==> config.mk <==
export PLATFORM = sky130hd
export DESIGN_NAME = boolean_rung_stack_evaluator
export DESIGN_NICKNAME = d
export VERILOG_FILES = /design/src/hdl/rung_pkg.sv /design/src/hdl/contact_if.sv /design/src/hdl/contact_solver.sv /design/src/hdl/boolean_rung_stack_evaluator.sv
export SDC_FILE = /design/constraint.sdc
export NUM_CORES = 1
export LEC_CHECK = 0
export BUFFER_PORTS_ARGS = -buffer_cell sky130_fd_sc_hd__buf_2
export CORE_MARGIN = 3
export CORE_UTILIZATION = 53
export CTS_CLUSTER_DIAMETER = 60
export DETAILED_ROUTE_END_ITERATION = 8
export PLACE_DENSITY = 0.8
export SLEW_MARGIN = 20
export SYNTH_ARGS = -nofsm -noshare
export SYNTH_HDL_FRONTEND = slang
export SYNTH_HIERARCHICAL = 1
export SYNTH_SLANG_ARGS = --single-unit
==> constraint.sdc <==
create_clock -name ref_clk -period 4.4 [get_ports ref_clk]
set_input_delay 1.32 -clock ref_clk [delete_from_list [all_inputs] [get_ports ref_clk]]
set_output_delay 1.32 -clock ref_clk [all_outputs]
set_load 0.02 [all_outputs]
==> src/hdl/rung_pkg.sv <==
// shared types, decoders and constants for the rung evaluator
`default_nettype none
package rung_pkg;
    localparam int          STACK_LEVELS = 8;
    localparam int          ADDR_W       = 16;
    localparam int          WORD_W       = 16;
    localparam int          BIT_IDX_W    = 4;
    localparam logic [15:0] ADDR_RST     = 16'h0000;
    localparam logic [15:0] WORD_RST     = 16'h0000;
    localparam logic [3:0]  BIT_IDX_RST  = 4'h0;
    localparam int          MEM_LATENCY  = 1;

    typedef enum logic [4:0] {
        NO_OPERATION            = 5'h00,
        PUSH_OPEN_CONTACT       = 5'h01,
        PUSH_CLOSED_CONTACT     = 5'h02,
        PUSH_OPEN_WORD_BIT      = 5'h03,
        PUSH_CLOSED_WORD_BIT    = 5'h04,
        SERIES_OPEN_CONTACT     = 5'h05,
        SERIES_CLOSED_CONTACT   = 5'h06,
        SERIES_OPEN_WORD_BIT    = 5'h07,
        SERIES_CLOSED_WORD_BIT  = 5'h08,
        PARALLEL_OPEN_CONTACT   = 5'h09,
        PARALLEL_CLOSED_CONTACT = 5'h0A,
        PARALLEL_OPEN_WORD_BIT  = 5'h0B,
        PARALLEL_CLOSED_WORD_BIT = 5'h0C,
        PUSH_COMPARE            = 5'h0D,
        SERIES_COMPARE          = 5'h0E,
        PARALLEL_COMPARE        = 5'h0F,
        SERIES_JOIN_BRANCHES    = 5'h10,
        PARALLEL_JOIN_BRANCHES  = 5'h11,
        COIL_OUT                = 5'h12,
        INVERT_RUNG             = 5'h13,
        END_PROGRAM             = 5'h14
    } opcode_t;

    typedef enum logic [3:0] {
        ACT_NONE     = 4'h0,
        ACT_PUSH     = 4'h1,
        ACT_AND      = 4'h2,
        ACT_OR       = 4'h3,
        ACT_JOIN_AND = 4'h4,
        ACT_JOIN_OR  = 4'h5,
        ACT_COIL     = 4'h6,
        ACT_INVERT   = 4'h7,
        ACT_END      = 4'h8
    } action_t;

    typedef enum logic [1:0] {
        SRC_NONE     = 2'h0,
        SRC_POINT    = 2'h1,
        SRC_WORD_BIT = 2'h2,
        SRC_COMPARE  = 2'h3
    } source_t;

    typedef enum logic [1:0] {
        REL_EQ = 2'h0,
        REL_NE = 2'h1,
        REL_GE = 2'h2,
        REL_LT = 2'h3
    } relation_t;

    typedef enum logic [2:0] {
        S_READY = 3'h0,
        S_MEM   = 3'h1,
        S_IO    = 3'h2,
        S_EXEC  = 3'h3,
        S_HALT  = 3'h4
    } state_t;

    function automatic action_t action_of(input opcode_t op);
        case (op)
            PUSH_OPEN_CONTACT, PUSH_CLOSED_CONTACT, PUSH_OPEN_WORD_BIT,
            PUSH_CLOSED_WORD_BIT, PUSH_COMPARE: action_of = ACT_PUSH;
            SERIES_OPEN_CONTACT, SERIES_CLOSED_CONTACT, SERIES_OPEN_WORD_BIT,
            SERIES_CLOSED_WORD_BIT, SERIES_COMPARE: action_of = ACT_AND;
            PARALLEL_OPEN_CONTACT, PARALLEL_CLOSED_CONTACT,
            PARALLEL_OPEN_WORD_BIT, PARALLEL_CLOSED_WORD_BIT,
            PARALLEL_COMPARE: action_of = ACT_OR;
            SERIES_JOIN_BRANCHES:   action_of = ACT_JOIN_AND;
            PARALLEL_JOIN_BRANCHES: action_of = ACT_JOIN_OR;
            COIL_OUT:               action_of = ACT_COIL;
            INVERT_RUNG:            action_of = ACT_INVERT;
            END_PROGRAM:            action_of = ACT_END;
            default:                action_of = ACT_NONE;
        endcase
    endfunction

    function automatic source_t source_of(input opcode_t op);
        case (op)
            PUSH_OPEN_CONTACT, PUSH_CLOSED_CONTACT, SERIES_OPEN_CONTACT,
            SERIES_CLOSED_CONTACT, PARALLEL_OPEN_CONTACT,
            PARALLEL_CLOSED_CONTACT: source_of = SRC_POINT;
            PUSH_OPEN_WORD_BIT, PUSH_CLOSED_WORD_BIT, SERIES_OPEN_WORD_BIT,
            SERIES_CLOSED_WORD_BIT, PARALLEL_OPEN_WORD_BIT,
            PARALLEL_CLOSED_WORD_BIT: source_of = SRC_WORD_BIT;
            PUSH_COMPARE, SERIES_COMPARE,
            PARALLEL_COMPARE: source_of = SRC_COMPARE;
            default: source_of = SRC_NONE;
        endcase
    endfunction

    function automatic logic negated_of(input opcode_t op);
        case (op)
            PUSH_CLOSED_CONTACT, PUSH_CLOSED_WORD_BIT, SERIES_CLOSED_CONTACT,
            SERIES_CLOSED_WORD_BIT, PARALLEL_CLOSED_CONTACT,
            PARALLEL_CLOSED_WORD_BIT: negated_of = 1'b1;
            default: negated_of = 1'b0;
        endcase
    endfunction
endpackage
`default_nettype wire

==> src/hdl/contact_if.sv <==
// operand and result bundle between evaluator and contact solver
`default_nettype none
interface contact_if;
    logic [15:0]          word;
    logic [3:0]           bit_idx;
    rung_pkg::source_t    src;
    rung_pkg::relation_t  rel;
    logic [15:0]          konst;
    logic                 negate;
    logic                 state;

    modport solver (
        input  word,
        input  bit_idx,
        input  src,
        input  rel,
        input  konst,
        input  negate,
        output state
    );
    modport user (
        output word,
        output bit_idx,
        output src,
        output rel,
        output konst,
        output negate,
        input  state
    );
endinterface
`default_nettype wire

==> src/hdl/contact_solver.sv <==
// contact value from point, word bit or four-digit compare
`default_nettype none
module contact_solver (
    contact_if.solver port
);
    logic raw_state;
    logic cmp_state;
    logic eq;
    logic lt;

    // packed bcd digits order like plain binary, so raw compare is exact
    assign eq = (port.word == port.konst);                       // see RULE6
    assign lt = (port.word < port.konst);

    always_comb begin
        case (port.rel)
            rung_pkg::REL_EQ: cmp_state = eq;
            rung_pkg::REL_NE: cmp_state = ~eq;
            rung_pkg::REL_GE: cmp_state = ~lt;
            default:          cmp_state = lt;
        endcase
    end

    always_comb begin
        case (port.src)
            rung_pkg::SRC_POINT:    raw_state = port.word[0];
            rung_pkg::SRC_WORD_BIT: begin                   // see RULE13
                raw_state = port.word[port.bit_idx];
            end
            rung_pkg::SRC_COMPARE:  raw_state = cmp_state;
            default:                raw_state = 1'b0;
        endcase
    end

    assign port.state = raw_state ^ port.negate; // see RULE11 RULE12 RULE15
endmodule
`default_nettype wire

==> src/hdl/boolean_rung_stack_evaluator.sv <==
// rung instruction evaluator with eight-level boolean stack
`default_nettype none
// How it works
// RULE1 - end instruction halts execution until the scan restarts
// RULE2 - intermediate results live in an eight-level boolean stack
// RULE3 - rung-start contact pushes its value, older levels shift down one
// RULE4 - series join ANDs top two levels, parallel join ORs them
// RULE5 - pushing beyond eight levels raises the overflow error
// RULE6 - compare contact tests two four-digit values: eq, ne, ge, lt
// RULE7 - immediate contacts and coils stall until the module access completes
// RULE8 - immediate input reads never touch the input image
// RULE9 - every immediate input instruction reads the module afresh
// RULE10 - immediate coil writes the module and also the image point
// RULE11 - open rung-start contact takes the referenced point value
// RULE12 - closed rung-start contact takes the inverted point value
// RULE13 - word-bit contacts pick bit 0..15, closed variants invert it
// RULE14 - parallel open contact ORs point into top of stack
// RULE15 - parallel closed contact ORs inverted point into top of stack
// RULE16 - parallel word-bit contact ORs selected bit into top of stack
// RULE17 - series open contact ANDs point into top of stack
// RULE18 - series contacts may continue a rung after a coil
// RULE19 - coil writes top of stack to its point, last write wins
// RULE20 - invert complements top of stack where it occurs
// RULE21 - join with under two levels flags error; new rung clears stack
module boolean_rung_stack_evaluator #(
    parameter int STACK_DEPTH = rung_pkg::STACK_LEVELS
) (
    input  wire logic                 ref_clk,
    input  wire logic                 sys_rst,
    input  wire logic                 instr_valid,
    output var  logic                 instr_ready,
    input  wire rung_pkg::opcode_t    instr_op,
    input  wire logic                 instr_new_rung,
    input  wire logic                 instr_immediate,
    input  wire logic [15:0]          instr_addr,
    input  wire logic [3:0]           instr_bit_idx,
    input  wire rung_pkg::relation_t  instr_rel,
    input  wire logic [15:0]          instr_konst,
    input  wire logic                 scan_restart,
    output var  logic                 mem_rd_en,
    output var  logic [15:0]          mem_addr,
    input  wire logic [15:0]          mem_rd_data,
    output var  logic                 img_wr_en,
    output var  logic [15:0]          img_wr_addr,
    output var  logic                 img_wr_data,
    output var  logic                 io_req,
    output var  logic                 io_wr,
    output var  logic [15:0]          io_addr,
    output var  logic                 io_wr_data,
    input  wire logic                 io_ack,
    input  wire logic [15:0]          io_rd_data,
    output var  logic                 rung_state,
    output var  logic [$clog2(STACK_DEPTH+1)-1:0] stack_depth,
    output var  logic                 overflow_err,
    output var  logic                 underflow_err,
    output var  logic                 halted
);
    localparam int DEPTH_W = $clog2(STACK_DEPTH + 1);
    localparam logic [DEPTH_W-1:0] DEPTH_FULL = DEPTH_W'(STACK_DEPTH);
    localparam logic [DEPTH_W-1:0] DEPTH_ONE  = DEPTH_W'(1);
    localparam logic [DEPTH_W-1:0] DEPTH_TWO  = DEPTH_W'(2);

    rung_pkg::state_t     state_reg;
    rung_pkg::state_t     state_next;
    rung_pkg::opcode_t    op_reg;
    rung_pkg::relation_t  rel_reg;
    logic                 new_rung_reg;
    logic                 imm_reg;
    logic [15:0]          addr_reg;
    logic [3:0]           bit_reg;
    logic [15:0]          konst_reg;
    logic [15:0]          io_word_reg;
    logic [STACK_DEPTH-1:0] stack_reg;
    logic [STACK_DEPTH-1:0] stack_next;
    logic [DEPTH_W-1:0]   depth_reg;
    logic [DEPTH_W-1:0]   depth_next;
    logic                 ovf_set;
    logic                 unf_set;
    logic                 instr_ready_reg;
    logic                 mem_rd_en_reg;
    logic [15:0]          mem_addr_reg;
    logic                 img_wr_en_reg;
    logic [15:0]          img_wr_addr_reg;
    logic                 img_wr_data_reg;
    logic                 io_req_reg;
    logic                 io_wr_reg;
    logic [15:0]          io_addr_reg;
    logic                 io_wr_data_reg;
    logic                 overflow_err_reg;
    logic                 underflow_err_reg;
    logic                 halted_reg;

    // decode of the incoming and of the held instruction
    wire rung_pkg::action_t in_act = rung_pkg::action_of(instr_op);
    wire rung_pkg::source_t in_src = rung_pkg::source_of(instr_op);
    wire rung_pkg::action_t act    = rung_pkg::action_of(op_reg);
    wire accept       = instr_valid && instr_ready_reg;
    wire in_needs_io  = instr_immediate &&
                        (in_src == rung_pkg::SRC_POINT ||
                         in_act == rung_pkg::ACT_COIL);
    wire in_needs_mem = (in_src != rung_pkg::SRC_NONE) && !in_needs_io;
    wire exec         = (state_reg == rung_pkg::S_EXEC);
    wire exec_go      = exec && !scan_restart;
    wire top_bit      = stack_reg[0];
    wire second_bit   = stack_reg[1];
    wire [STACK_DEPTH-2:0] stack_low = stack_reg[STACK_DEPTH-2:0];
    wire join_ok      = (depth_reg >= DEPTH_TWO);
    wire coil_go      = exec_go && (act == rung_pkg::ACT_COIL);
    wire contact_val;

    contact_if cif ();
    // immediate point contacts see only the module word, never the image
    assign cif.word    = imm_reg ? io_word_reg : mem_rd_data;  // see RULE8
    assign cif.bit_idx = bit_reg;
    assign cif.src     = rung_pkg::source_of(op_reg);
    assign cif.rel     = rel_reg;
    assign cif.konst   = konst_reg;
    assign cif.negate  = rung_pkg::negated_of(op_reg);
    assign contact_val = cif.state;

    contact_solver u_solver (
        .port (cif.solver)
    );

    always_comb begin
        state_next = state_reg;
        case (state_reg)
            rung_pkg::S_READY: begin
                if (accept) begin
                    if (in_act == rung_pkg::ACT_END) begin
                        state_next = rung_pkg::S_HALT;        // see RULE1
                    end else if (in_needs_io) begin
                        state_next = rung_pkg::S_IO;
                    end else if (in_needs_mem) begin
                        state_next = rung_pkg::S_MEM;
                    end else begin
                        state_next = rung_pkg::S_EXEC;
                    end
                end
            end
            rung_pkg::S_MEM:  state_next = rung_pkg::S_EXEC;
            rung_pkg::S_IO: begin
                if (io_ack) begin
                    state_next = rung_pkg::S_EXEC;            // see RULE7
                end
            end
            rung_pkg::S_EXEC: state_next = rung_pkg::S_READY;
            default: begin
                if (scan_restart) begin
                    state_next = rung_pkg::S_READY;
                end
            end
        endcase
    end

    always_comb begin
        stack_next = stack_reg;
        depth_next = depth_reg;
        ovf_set    = 1'b0;
        unf_set    = 1'b0;
        if (scan_restart) begin
            stack_next = '0;
            depth_next = '0;
        end else if (exec) begin
            case (act)
                rung_pkg::ACT_PUSH: begin
                    if (new_rung_reg) begin
                        stack_next = STACK_DEPTH'(contact_val);   // see RULE21
                        depth_next = DEPTH_ONE;
                    end else begin
                        stack_next = {stack_low, contact_val};   // see RULE3
                        if (depth_reg == DEPTH_FULL) begin
                            ovf_set = 1'b1;                      // see RULE5
                        end else begin
                            depth_next = DEPTH_W'(depth_reg + DEPTH_ONE);
                        end
                    end
                end
                // series also continues a rung past a midline coil
                rung_pkg::ACT_AND: begin            // see RULE17 RULE18
                    stack_next[0] = top_bit & contact_val;
                end
                rung_pkg::ACT_OR: begin             // see RULE14 RULE16
                    stack_next[0] = top_bit | contact_val;
                end
                rung_pkg::ACT_JOIN_AND, rung_pkg::ACT_JOIN_OR: begin
                    if (join_ok) begin
                        stack_next = {1'b0, stack_reg[STACK_DEPTH-1:1]};
                        stack_next[0] = (act == rung_pkg::ACT_JOIN_AND) ?
                            (top_bit & second_bit) :
                            (top_bit | second_bit);              // see RULE4
                        depth_next = DEPTH_W'(depth_reg - DEPTH_ONE);
                    end else begin
                        unf_set = 1'b1;                          // see RULE21
                    end
                end
                rung_pkg::ACT_INVERT: stack_next[0] = ~top_bit;  // see RULE20
                default: ;
            endcase
        end
    end

    always_ff @(posedge ref_clk) begin
        if (sys_rst) begin
            state_reg <= rung_pkg::S_READY;
            stack_reg <= '0;
            depth_reg <= '0;
        end else begin
            state_reg <= state_next;
            stack_reg <= stack_next;                             // see RULE2
            depth_reg <= depth_next;
        end
    end

    always_ff @(posedge ref_clk) begin
        if (sys_rst) begin
            op_reg       <= rung_pkg::NO_OPERATION;
            rel_reg      <= rung_pkg::REL_EQ;
            new_rung_reg <= 1'b0;
            imm_reg      <= 1'b0;
            addr_reg     <= rung_pkg::ADDR_RST;
            bit_reg      <= rung_pkg::BIT_IDX_RST;
            konst_reg    <= rung_pkg::WORD_RST;
        end else if (accept) begin
            op_reg       <= instr_op;
            rel_reg      <= instr_rel;
            new_rung_reg <= instr_new_rung;
            imm_reg      <= in_needs_io;
            addr_reg     <= instr_addr;
            bit_reg      <= instr_bit_idx;
            konst_reg    <= instr_konst;
        end
    end

    // every immediate read latches a new module word
    always_ff @(posedge ref_clk) begin
        if (sys_rst) begin
            io_word_reg <= rung_pkg::WORD_RST;
        end else if (state_reg == rung_pkg::S_IO && io_ack) begin
            io_word_reg <= io_rd_data;                           // see RULE9
        end
    end

    always_ff @(posedge ref_clk) begin
        if (sys_rst) begin
            instr_ready_reg <= 1'b0;
            halted_reg      <= 1'b0;
            mem_rd_en_reg   <= 1'b0;
            mem_addr_reg    <= rung_pkg::ADDR_RST;
            io_req_reg      <= 1'b0;
            io_wr_reg       <= 1'b0;
            io_addr_reg     <= rung_pkg::ADDR_RST;
            io_wr_data_reg  <= 1'b0;
        end else begin
            instr_ready_reg <= (state_next == rung_pkg::S_READY);
            halted_reg      <= (state_next == rung_pkg::S_HALT);
            mem_rd_en_reg   <= accept && in_needs_mem;
            io_req_reg      <= (state_next == rung_pkg::S_IO);   // see RULE7
            if (accept) begin
                mem_addr_reg   <= instr_addr;
                io_wr_reg      <= (in_act == rung_pkg::ACT_COIL);
                io_addr_reg    <= instr_addr;
                io_wr_data_reg <= top_bit;
            end
        end
    end

    // plain and immediate coils both land in the image; later wins
    always_ff @(posedge ref_clk) begin
        if (sys_rst) begin
            img_wr_en_reg     <= 1'b0;
            img_wr_addr_reg   <= rung_pkg::ADDR_RST;
            img_wr_data_reg   <= 1'b0;
            overflow_err_reg  <= 1'b0;
            underflow_err_reg <= 1'b0;
        end else begin
            img_wr_en_reg     <= coil_go;                    // see RULE19
            img_wr_addr_reg   <= addr_reg;
            img_wr_data_reg   <= top_bit;                        // see RULE10
            overflow_err_reg  <= !scan_restart && (overflow_err_reg | ovf_set);
            underflow_err_reg <= !scan_restart &&
                                 (underflow_err_reg | unf_set);
        end
    end

    assign instr_ready   = instr_ready_reg;
    assign mem_rd_en     = mem_rd_en_reg;
    assign mem_addr      = mem_addr_reg;
    assign img_wr_en     = img_wr_en_reg;
    assign img_wr_addr   = img_wr_addr_reg;
    assign img_wr_data   = img_wr_data_reg;
    assign io_req        = io_req_reg;
    assign io_wr         = io_wr_reg;
    assign io_addr       = io_addr_reg;
    assign io_wr_data    = io_wr_data_reg;
    assign rung_state    = top_bit;
    assign stack_depth   = depth_reg;
    assign overflow_err  = overflow_err_reg;
    assign underflow_err = underflow_err_reg;
    assign halted        = halted_reg;
endmodule
`default_nettype wire

; ---- Word level (Yosys, flattened, before mapping)
; Memories as Yosys holds them, arrays and structs flattened. A register that Yosys moved wholly into a read port is not among the register bits.
; Index checks and enable logic that the tools add are counted.
[classes]
add_sub_neg = 2
magnitude_cmp = 3
eq_ne = 30
mux = 37
bitwise_logic = 10
reduce_logical = 24
[op_table]
columns = op, n
row1 = equality test 4 x 3 -> 1 bit (second input constant), 5
row2 = two-way mux 4 bit, 5
row3 = equality test 16 bit, 1
row4 = < comparator 16 bit, 1
row5 = two-way mux 16 bit, 1
row6 = two-way mux 8 bit, 2
row7 = equality test 5 x 4 -> 1 bit (second input constant), 3
row8 = case mux 7 bit (2 select lines), 1
row9 = two-way mux 1 bit, 12
row10 = two-way mux 3 bit, 4
row11 = case mux 3 bit (4 select lines), 1
row12 = equality test 5 x 3 -> 1 bit (second input constant), 2
row13 = two-way mux 5 bit, 2
row14 = equality test 3 x 2 -> 1 bit (second input constant), 3
row15 = logical AND 1 bit, 9
row16 = equality test 4 x 2 -> 1 bit (second input constant), 2
row17 = equality test 4 bit (second input constant), 2
row18 = two-way mux 2 bit, 4
row19 = case mux 4 bit (2 select lines), 1
row20 = equality test 2 x 1 -> 1 bit (second input constant), 3
row21 = equality test 2 bit (second input constant), 3
row22 = logical NOT 3 bit, 2
row23 = case mux 1 bit (3 select lines), 2
row24 = AND reduction 3 bit, 2
row25 = other kinds (24), 33
[word_totals]
register_bits = 102
rom_bits = 320
input_bits = 82
elab_cells = 133
mem_count = 4
[mem_list]
columns = memory, words, width, rd, rd_clocked_by_memory_dff, write_ports, line_no
row1 = (name not given), 32, 4, 1, 1, 0, rung_pkg.sv:72  ; case (op)
row2 = (name not given), 32, 4, 1, 0, 0, rung_pkg.sv:72
row3 = (name not given), 16, 2, 1, 1, 0, rung_pkg.sv:90  ; case (op)
row4 = (name not given), 16, 2, 1, 0, 0, rung_pkg.sv:90

; ---- Logic depth before layout (Yosys ltp)
; Gate-level depths: netlist of run 1.
; An unclocked memory read counts as a cell.
[logic_depth]
depth_word = 13
ltp_mapped = 16
mapped_depth_nobuf = 15

; ---- By module
; Netlist of run 1, hierarchy kept.
[modules_own_cells]
columns = mod, n_inst, cells_each, area_each_um2
row1 = boolean_rung_stack_evaluator, 1, 520, 4664.5
row2 = contact_solver, 1, 76, 621.8

; ---- Worst setup path after synthesis of run 1
; No wires, ideal clock.
[synth_path]
path_kind = input to register
start = input mem_rd_data[15]
end = register stack_reg[0]
arrival_ns = 3.858
t_required_ns = 4.326
setup_slack_ns = 0.468
path_stages = 14
n_path_buf = 0
path_cell_list = mux2_2 > ha_1 > nand4_2 > nor4_2 > a21boi_1 > nor4_1 > a211oi_1 > o22ai_1 > xnor2_1 > a21oi_1 > or3_1 > a41oi_1 > nand3_1 > o21ai_0
[synth_via]
elab_chain_cells = 8
[synth_lines]
columns = element, line_no
row1 = start: declaration, boolean_rung_stack_evaluator.sv:42  ; input wire logic [15:0] mem_rd_data,
row2 = two-way mux 16 bit *, boolean_rung_stack_evaluator.sv:113  ; assign cif.word = imm_reg ? io_word_reg : mem_rd_data;
row3 = < comparator 16 bit / equality test 16 bit (equally long branches), "contact_solver.sv:13, contact_solver.sv:12"
row4 = "NOT 1 bit, on equally long branches", "contact_solver.sv:19, contact_solver.sv:18"
row5 = case mux 1 bit (3 select lines), contact_solver.sv:16  ; case (port.rel)
row6 = case mux 1 bit (3 select lines) *, contact_solver.sv:25  ; case (port.src)
row7 = bitwise XOR 1 bit *, contact_solver.sv:35  ; assign port.state = raw_state ^ port.negate;
row8 = net cif.state, contact_if.sv:10  ; logic state;
row9 = "OR 1 bit, or another cell as far along", boolean_rung_stack_evaluator.sv:184  ; stack_next[0] = top_bit | contact_val;
row10 = case mux 1 bit (5 select lines) *, boolean_rung_stack_evaluator.sv:165  ; case (act)
row11 = end signal: assignment, boolean_rung_stack_evaluator.sv:210  ; stack_reg <= stack_next;
row12 = end: declaration, boolean_rung_stack_evaluator.sv:73  ; logic [STACK_DEPTH-1:0] stack_reg;
; Mark *: on every way through the listed nets, which the timed path passes. The rest lies on a longest branch. The select of a mux whose other input is x is not followed.
; A chain may end at the register's enable or synchronous reset.

; ---- Final worst setup path of run 1
[layout_path]
start = input mem_rd_data[15]
end = register stack_reg[0]
[layout_via]
elab_chain_cells = 8
[layout_lines]
columns = element, line_no
row1 = two-way mux 16 bit *, boolean_rung_stack_evaluator.sv:113
row2 = net cif.word[15], contact_if.sv:4  ; logic [15:0] word;
row3 = < comparator 16 bit / equality test 16 bit (equally long branches), "contact_solver.sv:13, contact_solver.sv:12"
row4 = "NOT 1 bit, on equally long branches", "contact_solver.sv:19, contact_solver.sv:18"
row5 = case mux 1 bit (3 select lines), contact_solver.sv:16
row6 = case mux 1 bit (3 select lines) *, contact_solver.sv:25
row7 = bitwise XOR 1 bit *, contact_solver.sv:35
row8 = net cif.state, contact_if.sv:10
row9 = "OR 1 bit, or another cell as far along", boolean_rung_stack_evaluator.sv:184
row10 = case mux 1 bit (5 select lines) *, boolean_rung_stack_evaluator.sv:165
; Marked as above.

==> results of run 1 <==
## through the flow
step	utilization	setup slack [ps]	hold slack (ps)
2_1_floorplan	-	468	433
3_3_place_gp	0.629	200	438
3_5_place_dp	0.629	49.0	445
4_1_cts	0.651	439	460
5_1_grt	0.652	87.9	482
6_report	0.652	373	457
## worst paths after layout
path | startpoint | to | slack (ps) | cells after the start
worst min-delay path | io_wr_data | io_wr_data | 460 | 2
worst max register to register | imm_reg | stack_reg[0] | 560 | 14
worst min register to register | io_wr_data | io_wr_data | 460 | 2
worst max-delay path | mem_rd_data[15] | stack_reg[0] | 370 | 15
## cell usage after synthesis, types with 3 or more instances
cell and count:
buf_2 4, nor4_1 7, mux2i_1 4, o22ai_1 3, nor4b_1 3, and3_1 6, a21oi_1 69, o21ai_0 15
buf_4 17, a31oi_1 4, o21bai_1 3, o22a_1 17, nand3_1 4, clkbuf_1 16, nor2b_1 24, and2_1 3
or2_2 4, nand3b_1 3, o211ai_1 3, mux2_2 18, nand2_1 107, nor2_1 22, inv_1 32, buf_1 5
nor3b_1 9, a211oi_2 6, dfxtp_1 108, a21boi_0 3, ha_1 28
## worst min-delay path, stage by stage, from the launching register on
cell	delay, ps
dfxtp_1	320
nand2_1	50
a21oi_1	50
## layer usage
metal	wire, um	global-route usage	vias up
met4	243	0.0777	2
met1	5610	0.287	2115
met2	6040	0.389	177
met5	13	0	-
li1	-	-	2286
met3	1000	0.0612	26
## power by group through the flow
stage / clock [mW] / combinational [mW] / sequential (mW)
after global routing: 0.690 / 0.672 / 1.16
after detailed placement: 0 / 0.609 / 1.16
after CTS: 0.658 / 0.611 / 1.14
final: 0.642 / 0.610 / 1.14
after floorplan: 0 / 0.405 / 1.20
after global placement: 0 / 0.590 / 1.16
## kinds of logic after synthesis
group / after synthesis
AO/OA/AOI/OAI: 143
XOR/XNOR: 2
adder cells (fa/ha/maj): 29
buffers and inverters: 76
flip-flops: 108
multiplexers: 26
AND/OR/NAND/NOR: 212
## layout make-up
class	count	area, sq um
multi-input combinational	412	2760
inverter	32	120
timing repair buffer	148	751
clock inverter	7	87.6
clock buffer	9	124
fill	815	3290
sequential	108	2160
tap	129	161
## cells in the final DEF, fill, tap and decap left out, drive strengths merged, types with 4 or more instances in the layout
cell    count
a21boi      4
a31oi       4
a211oi      8
nor2       24
nor4        9
nand2     107
mux4        4
a21oi      72
and2        4
ha         28
clkbuf      9
or2         4
inv        37
nor4b       5
mux2i       4
o22a       17
dfxtp     108
mux2       18
buf       148
nand3       4
and3        6
o21ai      16
nor2b      24
nor3b      10
==> key figures, run 1 <==
Run status
  • Status: finished, final reports clean

Route
  • DRC Markers: 0
  • Total Wirelength: 12900 um
  • Drt via density: ~5.5
  • Initial drt markers: between 150 and 200
  • Pre-antenna DRT Iters: 4
  • Routed WL per cell: around 15 um
  • DRT antenna net count: 0
  • DR vias: ~4600

Synthesis
  • Largest family of logic cells by synthesized area: simple AND/OR/NAND/NOR gates
  • Largest area contributor in the netlist: dfxtp_1
  • Post-synthesis sequential area ratio: 0.409
  • Asr flop ratio synth: 0
  • EDFF count, synth: 0
  • Multiplexer area fraction after synthesis: 0.0644
  • Post-Synth XOR/XNOR Area: 0.00331
  • Synthesized Nets: 706
  • Post-synthesis compound-gate area fraction: 0.180
  • Distinct cells, synth: a little under 70
  • #FFs+latches synth: 108
  • Post-synth top area share: 0.409
  • Synth Area in Adders: 0.0682
  • Synth Area in Simple Gates: 0.205
  • Mapped cell area: 5290 sq um
  • Top cells by area, synth: dfxtp_1 (41%), nand2_1 (7.6%), ha_1 (6.6%)
  • Post-Syn Instances: approximately 600
  • Mean Syn Cell Area: between 8 and 9 sq um
  • Synth Flop Type: dfxtp_1
  • Total number of yosys warnings: 6

CTS
  • CTS Root Cell: clkbuf_8
  • Deepest clock path buffer count: 2
  • Clock buffer count from CTS: 9
  • Post-CTS Resized: 0
  • Setup Fix Bufs, Post-CTS: 0
  • H-tree Lvls: 3
  • Hold buffer count at CTS: 0
  • Clock-pin slew on the worst setup and hold paths: between 100 and 150 ps
  • CTS tree: built
  • Sink Count: between 100 and 150
  • Worst skew pair latency: about 370 ps

Worst setup path
  • Max stage delay on crit path: between 300 and 400 ps
  • Worst Path Buf+Inv: 1
  • Largest fanout on the critical path: 4
  • Crit end category: flip-flop
  • CP arrival: around 4300 ps
  • Type of origin of the critical path: input pin
  • CP Cell Sequence: buf_2 > mux2_2 > ha_1 > nand4_2 > nor4_2 > a21boi_1 > nor4_1 > a211oi_1 > o22ai_1 > xnor2_1 > a21oi_1 > or3_1 > a41oi_1 > nand3_1 > o21ai_0
  • Crit Path Class: in -> reg
  • Slowest-stage cell, CP: ha_1
  • Top delay family on crit path: simple AND/OR/NAND/NOR gates
  • Required time of the critical path: 4710 ps

Global route
  • Largest net degree at the start of global routing: 45
  • Grt ovf: 0
  • Initial antenna violation count: 1
  • Total global-route track usage: 0.231
  • First-pass GRT wire length: about 21000 um
  • Number of global-route vias before repair: around 4600

Cells and area
  • Final instance count without filler cells: approximately 850
  • Ant. Diodes: 0
  • Nets@finish: 821
  • Finished Cell Area: roughly 6200 sq um
  • Layout cell share with drive strength beyond 1: 0.297
  • Area growth syn-to-layout: 16.7%

STA
  • Final TNS setup: 0 ps
  • Fin. max-slew vios: 0
  • Final hold vios: 0
  • Final setup violation count: 0
  • RSZ-0062 raised after global routing: no
  • Period Utilization, post-route: 0.915
  • Worst Tran Pin Value: 713 ps
  • Post-layout min period: between 4000 and 5000 ps
  • Relative slew slack: 0.524
  • Fmax: between 0.2 and 0.25 GHz
  • Clk_skew: approximately 18 ps

Place
  • PortBufs: roughly 140
  • Placed cells: approximately 830
  • Placed Instance Area: 5950 sq um
  • DPL Wire Length: just under 10000 um
  • RePlAce Congestion: ~0.93

Floorplan
  • Die Y: 106 um
  • I/O pins: 145
  • Die X: approximately 110 um
  • CORE AREA: approximately 9500 sq um
  • Starting Density: 0.559
  • Site Rows: 35
  • Die area: 11200 sq um

Power and ir drop
  • Clock Power Share: 0.268
  • LEAKAGE: between 2 and 3 nW
  • Total power: between 2 and 2.5 mW
  • Reg power frac: 0.477
  • Combinational share of power: 0.255
  • Net Sw Frac: 0.335
  • Pwr/cell area: between 300 and 400 nW/um^2
  • P_int: between 1.5 and 2 mW
  • Worst IR Drop VDD: between 0.2 and 0.3 mV
  • P_sw: about 800 uW

Min path
  • Worst hold path class: reg -> reg

Job
  • Max Cap Violations: 0
Note: power is estimated with default switching activity, not from simulation.
==> run 2: changes to the inputs <==
--- a/config.mk
+++ b/config.mk
@@ -10,7 +10,7 @@
 export CORE_UTILIZATION = 53
 export CTS_CLUSTER_DIAMETER = 60
 export DETAILED_ROUTE_END_ITERATION = 8
-export PLACE_DENSITY = 0.8
+export PLACE_DENSITY_LB_ADDON = 0.1
 export SLEW_MARGIN = 20
 export SYNTH_ARGS = -nofsm -noshare
 export SYNTH_HDL_FRONTEND = slang
==> key figures, run 2 (synthesized netlist as in run 1, its figures left out) <==
Cells and area
  • Most frequent cells in the layout: buf_2 (144), dfxtp_1 (108), nand2_1 (107) (unchanged)
  • Commonest non-fill, non-tap cell in the layout: buf_2 (unchanged)
  • Area growth syn-to-layout: 15.9% (was 16.7%)
  • Filler cells: 852 (was 815)
  • Multi-input logic area: 2760 sq um (about the same)
  • Ant. Diodes: 0 (unchanged)
  • Nets@finish: 822 (was 821)
  • Layout cell share with drive strength beyond 1: 0.297 (unchanged)
  • Area taken by flip-flops and latches: 2160 sq um (unchanged)

CTS
  • Worst skew pair latency: 370 ps (about the same)
  • Deepest clock path buffer count: 2 (unchanged)
  • Sink Count: 108 (unchanged)
  • Setup Fix Bufs, Post-CTS: 0 (unchanged)
  • Clock buffer count from CTS: 9 (unchanged)
  • Clock-pin slew on the worst setup and hold paths: 100 ps (was 110 ps)
  • H-tree Lvls: 3 (unchanged)
  • CTS tree: built (unchanged)
  • CTS Root Cell: clkbuf_8 (unchanged)
  • Post-CTS Resized: 0 (unchanged)
  • Hold buffer count at CTS: 0 (unchanged)

STA
  • Final TNS setup: 0 ps (unchanged)
  • Final hold vios: 0 (unchanged)
  • Period Utilization, post-route: 0.905 (was 0.915)
  • Clk_skew: 11.6 ps (was 17.5 ps)
  • Post-layout min period: 3980 ps (was 4030 ps)
  • Fin worst setup slack: 416 ps (was 373 ps)
  • Fmax: 0.251 GHz (was 0.248 GHz)
  • Relative slew slack: 0.512 (was 0.524)
  • RSZ-0062 raised after global routing: no (unchanged)
  • Tightest hold margin: 462 ps (was 457 ps)
  • Worst Tran Pin Value: 731 ps (was 713 ps)
  • Fin. max-slew vios: 0 (unchanged)
  • Final setup violation count: 0 (unchanged)

Route
  • Routed WL per cell: 15.0 um (was 15.3 um)
  • DRT antenna net count: 0 (unchanged)
  • Met3 WL: 974 um (was 1000 um)
  • DR vias: 4506 (was 4606)
  • M1 WL: 6010 um (was 5610 um)
  • Pre-antenna DRT Iters: 4 (unchanged)
  • Met2 routed WL: 5540 um (was 6040 um)
  • Total Wirelength: 12700 um (was 12900 um)
  • DRC Markers: 0 (unchanged)
  • Drt via density: 5.33 (was 5.45)
  • Initial drt markers: 209 (was 180)
  • Uppermost layer routed: met4 (was met5)

Place
  • RePlAce Congestion: 0.876 (was 0.926)
  • PortBufs: 144 (unchanged)
  • DPL Wire Length: 9470 um (was 9870 um)
  • DP Worst Slack: 86.7 ps (was 49.0 ps)

Worst setup path
  • Type of origin of the critical path: input pin (unchanged)
  • Required time of the critical path: 4700 ps (was 4710 ps)
  • CP arrival: 4280 ps (was 4330 ps)
  • Crit Path Class: in -> reg (unchanged)
  • Largest fanout on the critical path: 4 (unchanged)
  • Crit end category: flip-flop (unchanged)

Power and ir drop
  • Pwr/cell area: 378 nW/um^2 (was 388 nW/um^2)
  • LEAKAGE: 2.60 nW (was 2.61 nW)
  • Worst IR Drop VDD: 0.343 mV (was 0.292 mV)

Global route
  • Largest net degree at the start of global routing: 58 (was 45)
  • Total global-route track usage: 0.231 (about the same)
  • First-pass GRT wire length: 21100 um (was 21300 um)
  • Grt ovf: 0 (unchanged)
  • Initial antenna violation count: 0 (was 1)
  • Number of global-route vias before repair: 4379 (was 4592)

Floorplan
  • Starting Density: 0.559 (unchanged)
  • I/O pins: 145 (unchanged)
  • Die Y: 106 um (unchanged)
  • Site Rows: 35 (unchanged)
  • CORE AREA: 9460 sq um (unchanged)
  • Die X: 106 um (unchanged)
  • Die area: 11200 sq um (unchanged)

Min path
  • Worst hold path class: reg -> reg (unchanged)

Job
  • Max Cap Violations: 0 (unchanged)

Run status
  • Status: finished, final reports clean (unchanged)
run 2: cell types whose count changed in the layout (fill, tap and decap cells not counted):
cell / delta
buf_4: +1
bufinv_16: -1
clkinv_2: +2
inv_6: -1
inv_8: -1
nor3b_2: +1
nor3b_4: -1
run 2: critical path, stage by stage:
cell and delay (ps):
buf_2 100, mux2_2 270, ha_1 340, nand4_2 170, nor4_2 340, a21boi_1 250
nor4_1 80, a211oi_1 190, o22ai_1 120, xnor2_1 260, a21oi_1 100, or3_1 350
a41oi_1 210, nand3_1 90, o21ai_0 90
run 2: layout make-up:
class / instances / area share
well taps: 129 / 0.0263
flip-flops and latches: 108 / 0.353
repair buffers: 149 / 0.124
clock inverters: 6 / 0.00776
inverters: 32 / 0.0196
clock buffers: 9 / 0.0202
multi-input cells: 412 / 0.450
run 2: metal layers:
layer / GRT usage / vias up
li1: - / 2285
met1: 0.310 / 2067
met2: 0.364 / 144
met3: 0.0723 / 10
met4: 0.0509 / 0
met5: 0 / -
run 2: through the flow:
stage               std cells  cell area (sq um)  power (mW)  utilization
CTS                       845               6130        2.33        0.648
floorplan                 596               5290        1.61            -
global placement          830               5950        1.75        0.629
detailed placement        830               5950        1.77        0.629
finish                    845               6130        2.32        0.648
global route              845               6130        2.45        0.648
run 2: power by group:
group	total [mW]	switching (mW)	internal, mW
sequential	1.14	0.0704	1.07
combinational	0.609	0.367	0.241
clock	0.567	0.357	0.211
run 2: final timing paths:
check | start | to | slack (ps) | cells after the start
setup reg to reg | imm_reg | stack_reg[0] | 550 | 14
hold reg to reg | cif.konst[4] | cif.konst[4] | 460 | 2
hold / removal | cif.konst[4] | cif.konst[4] | 460 | 2
setup / recovery | mem_rd_data[15] | stack_reg[0] | 420 | 15
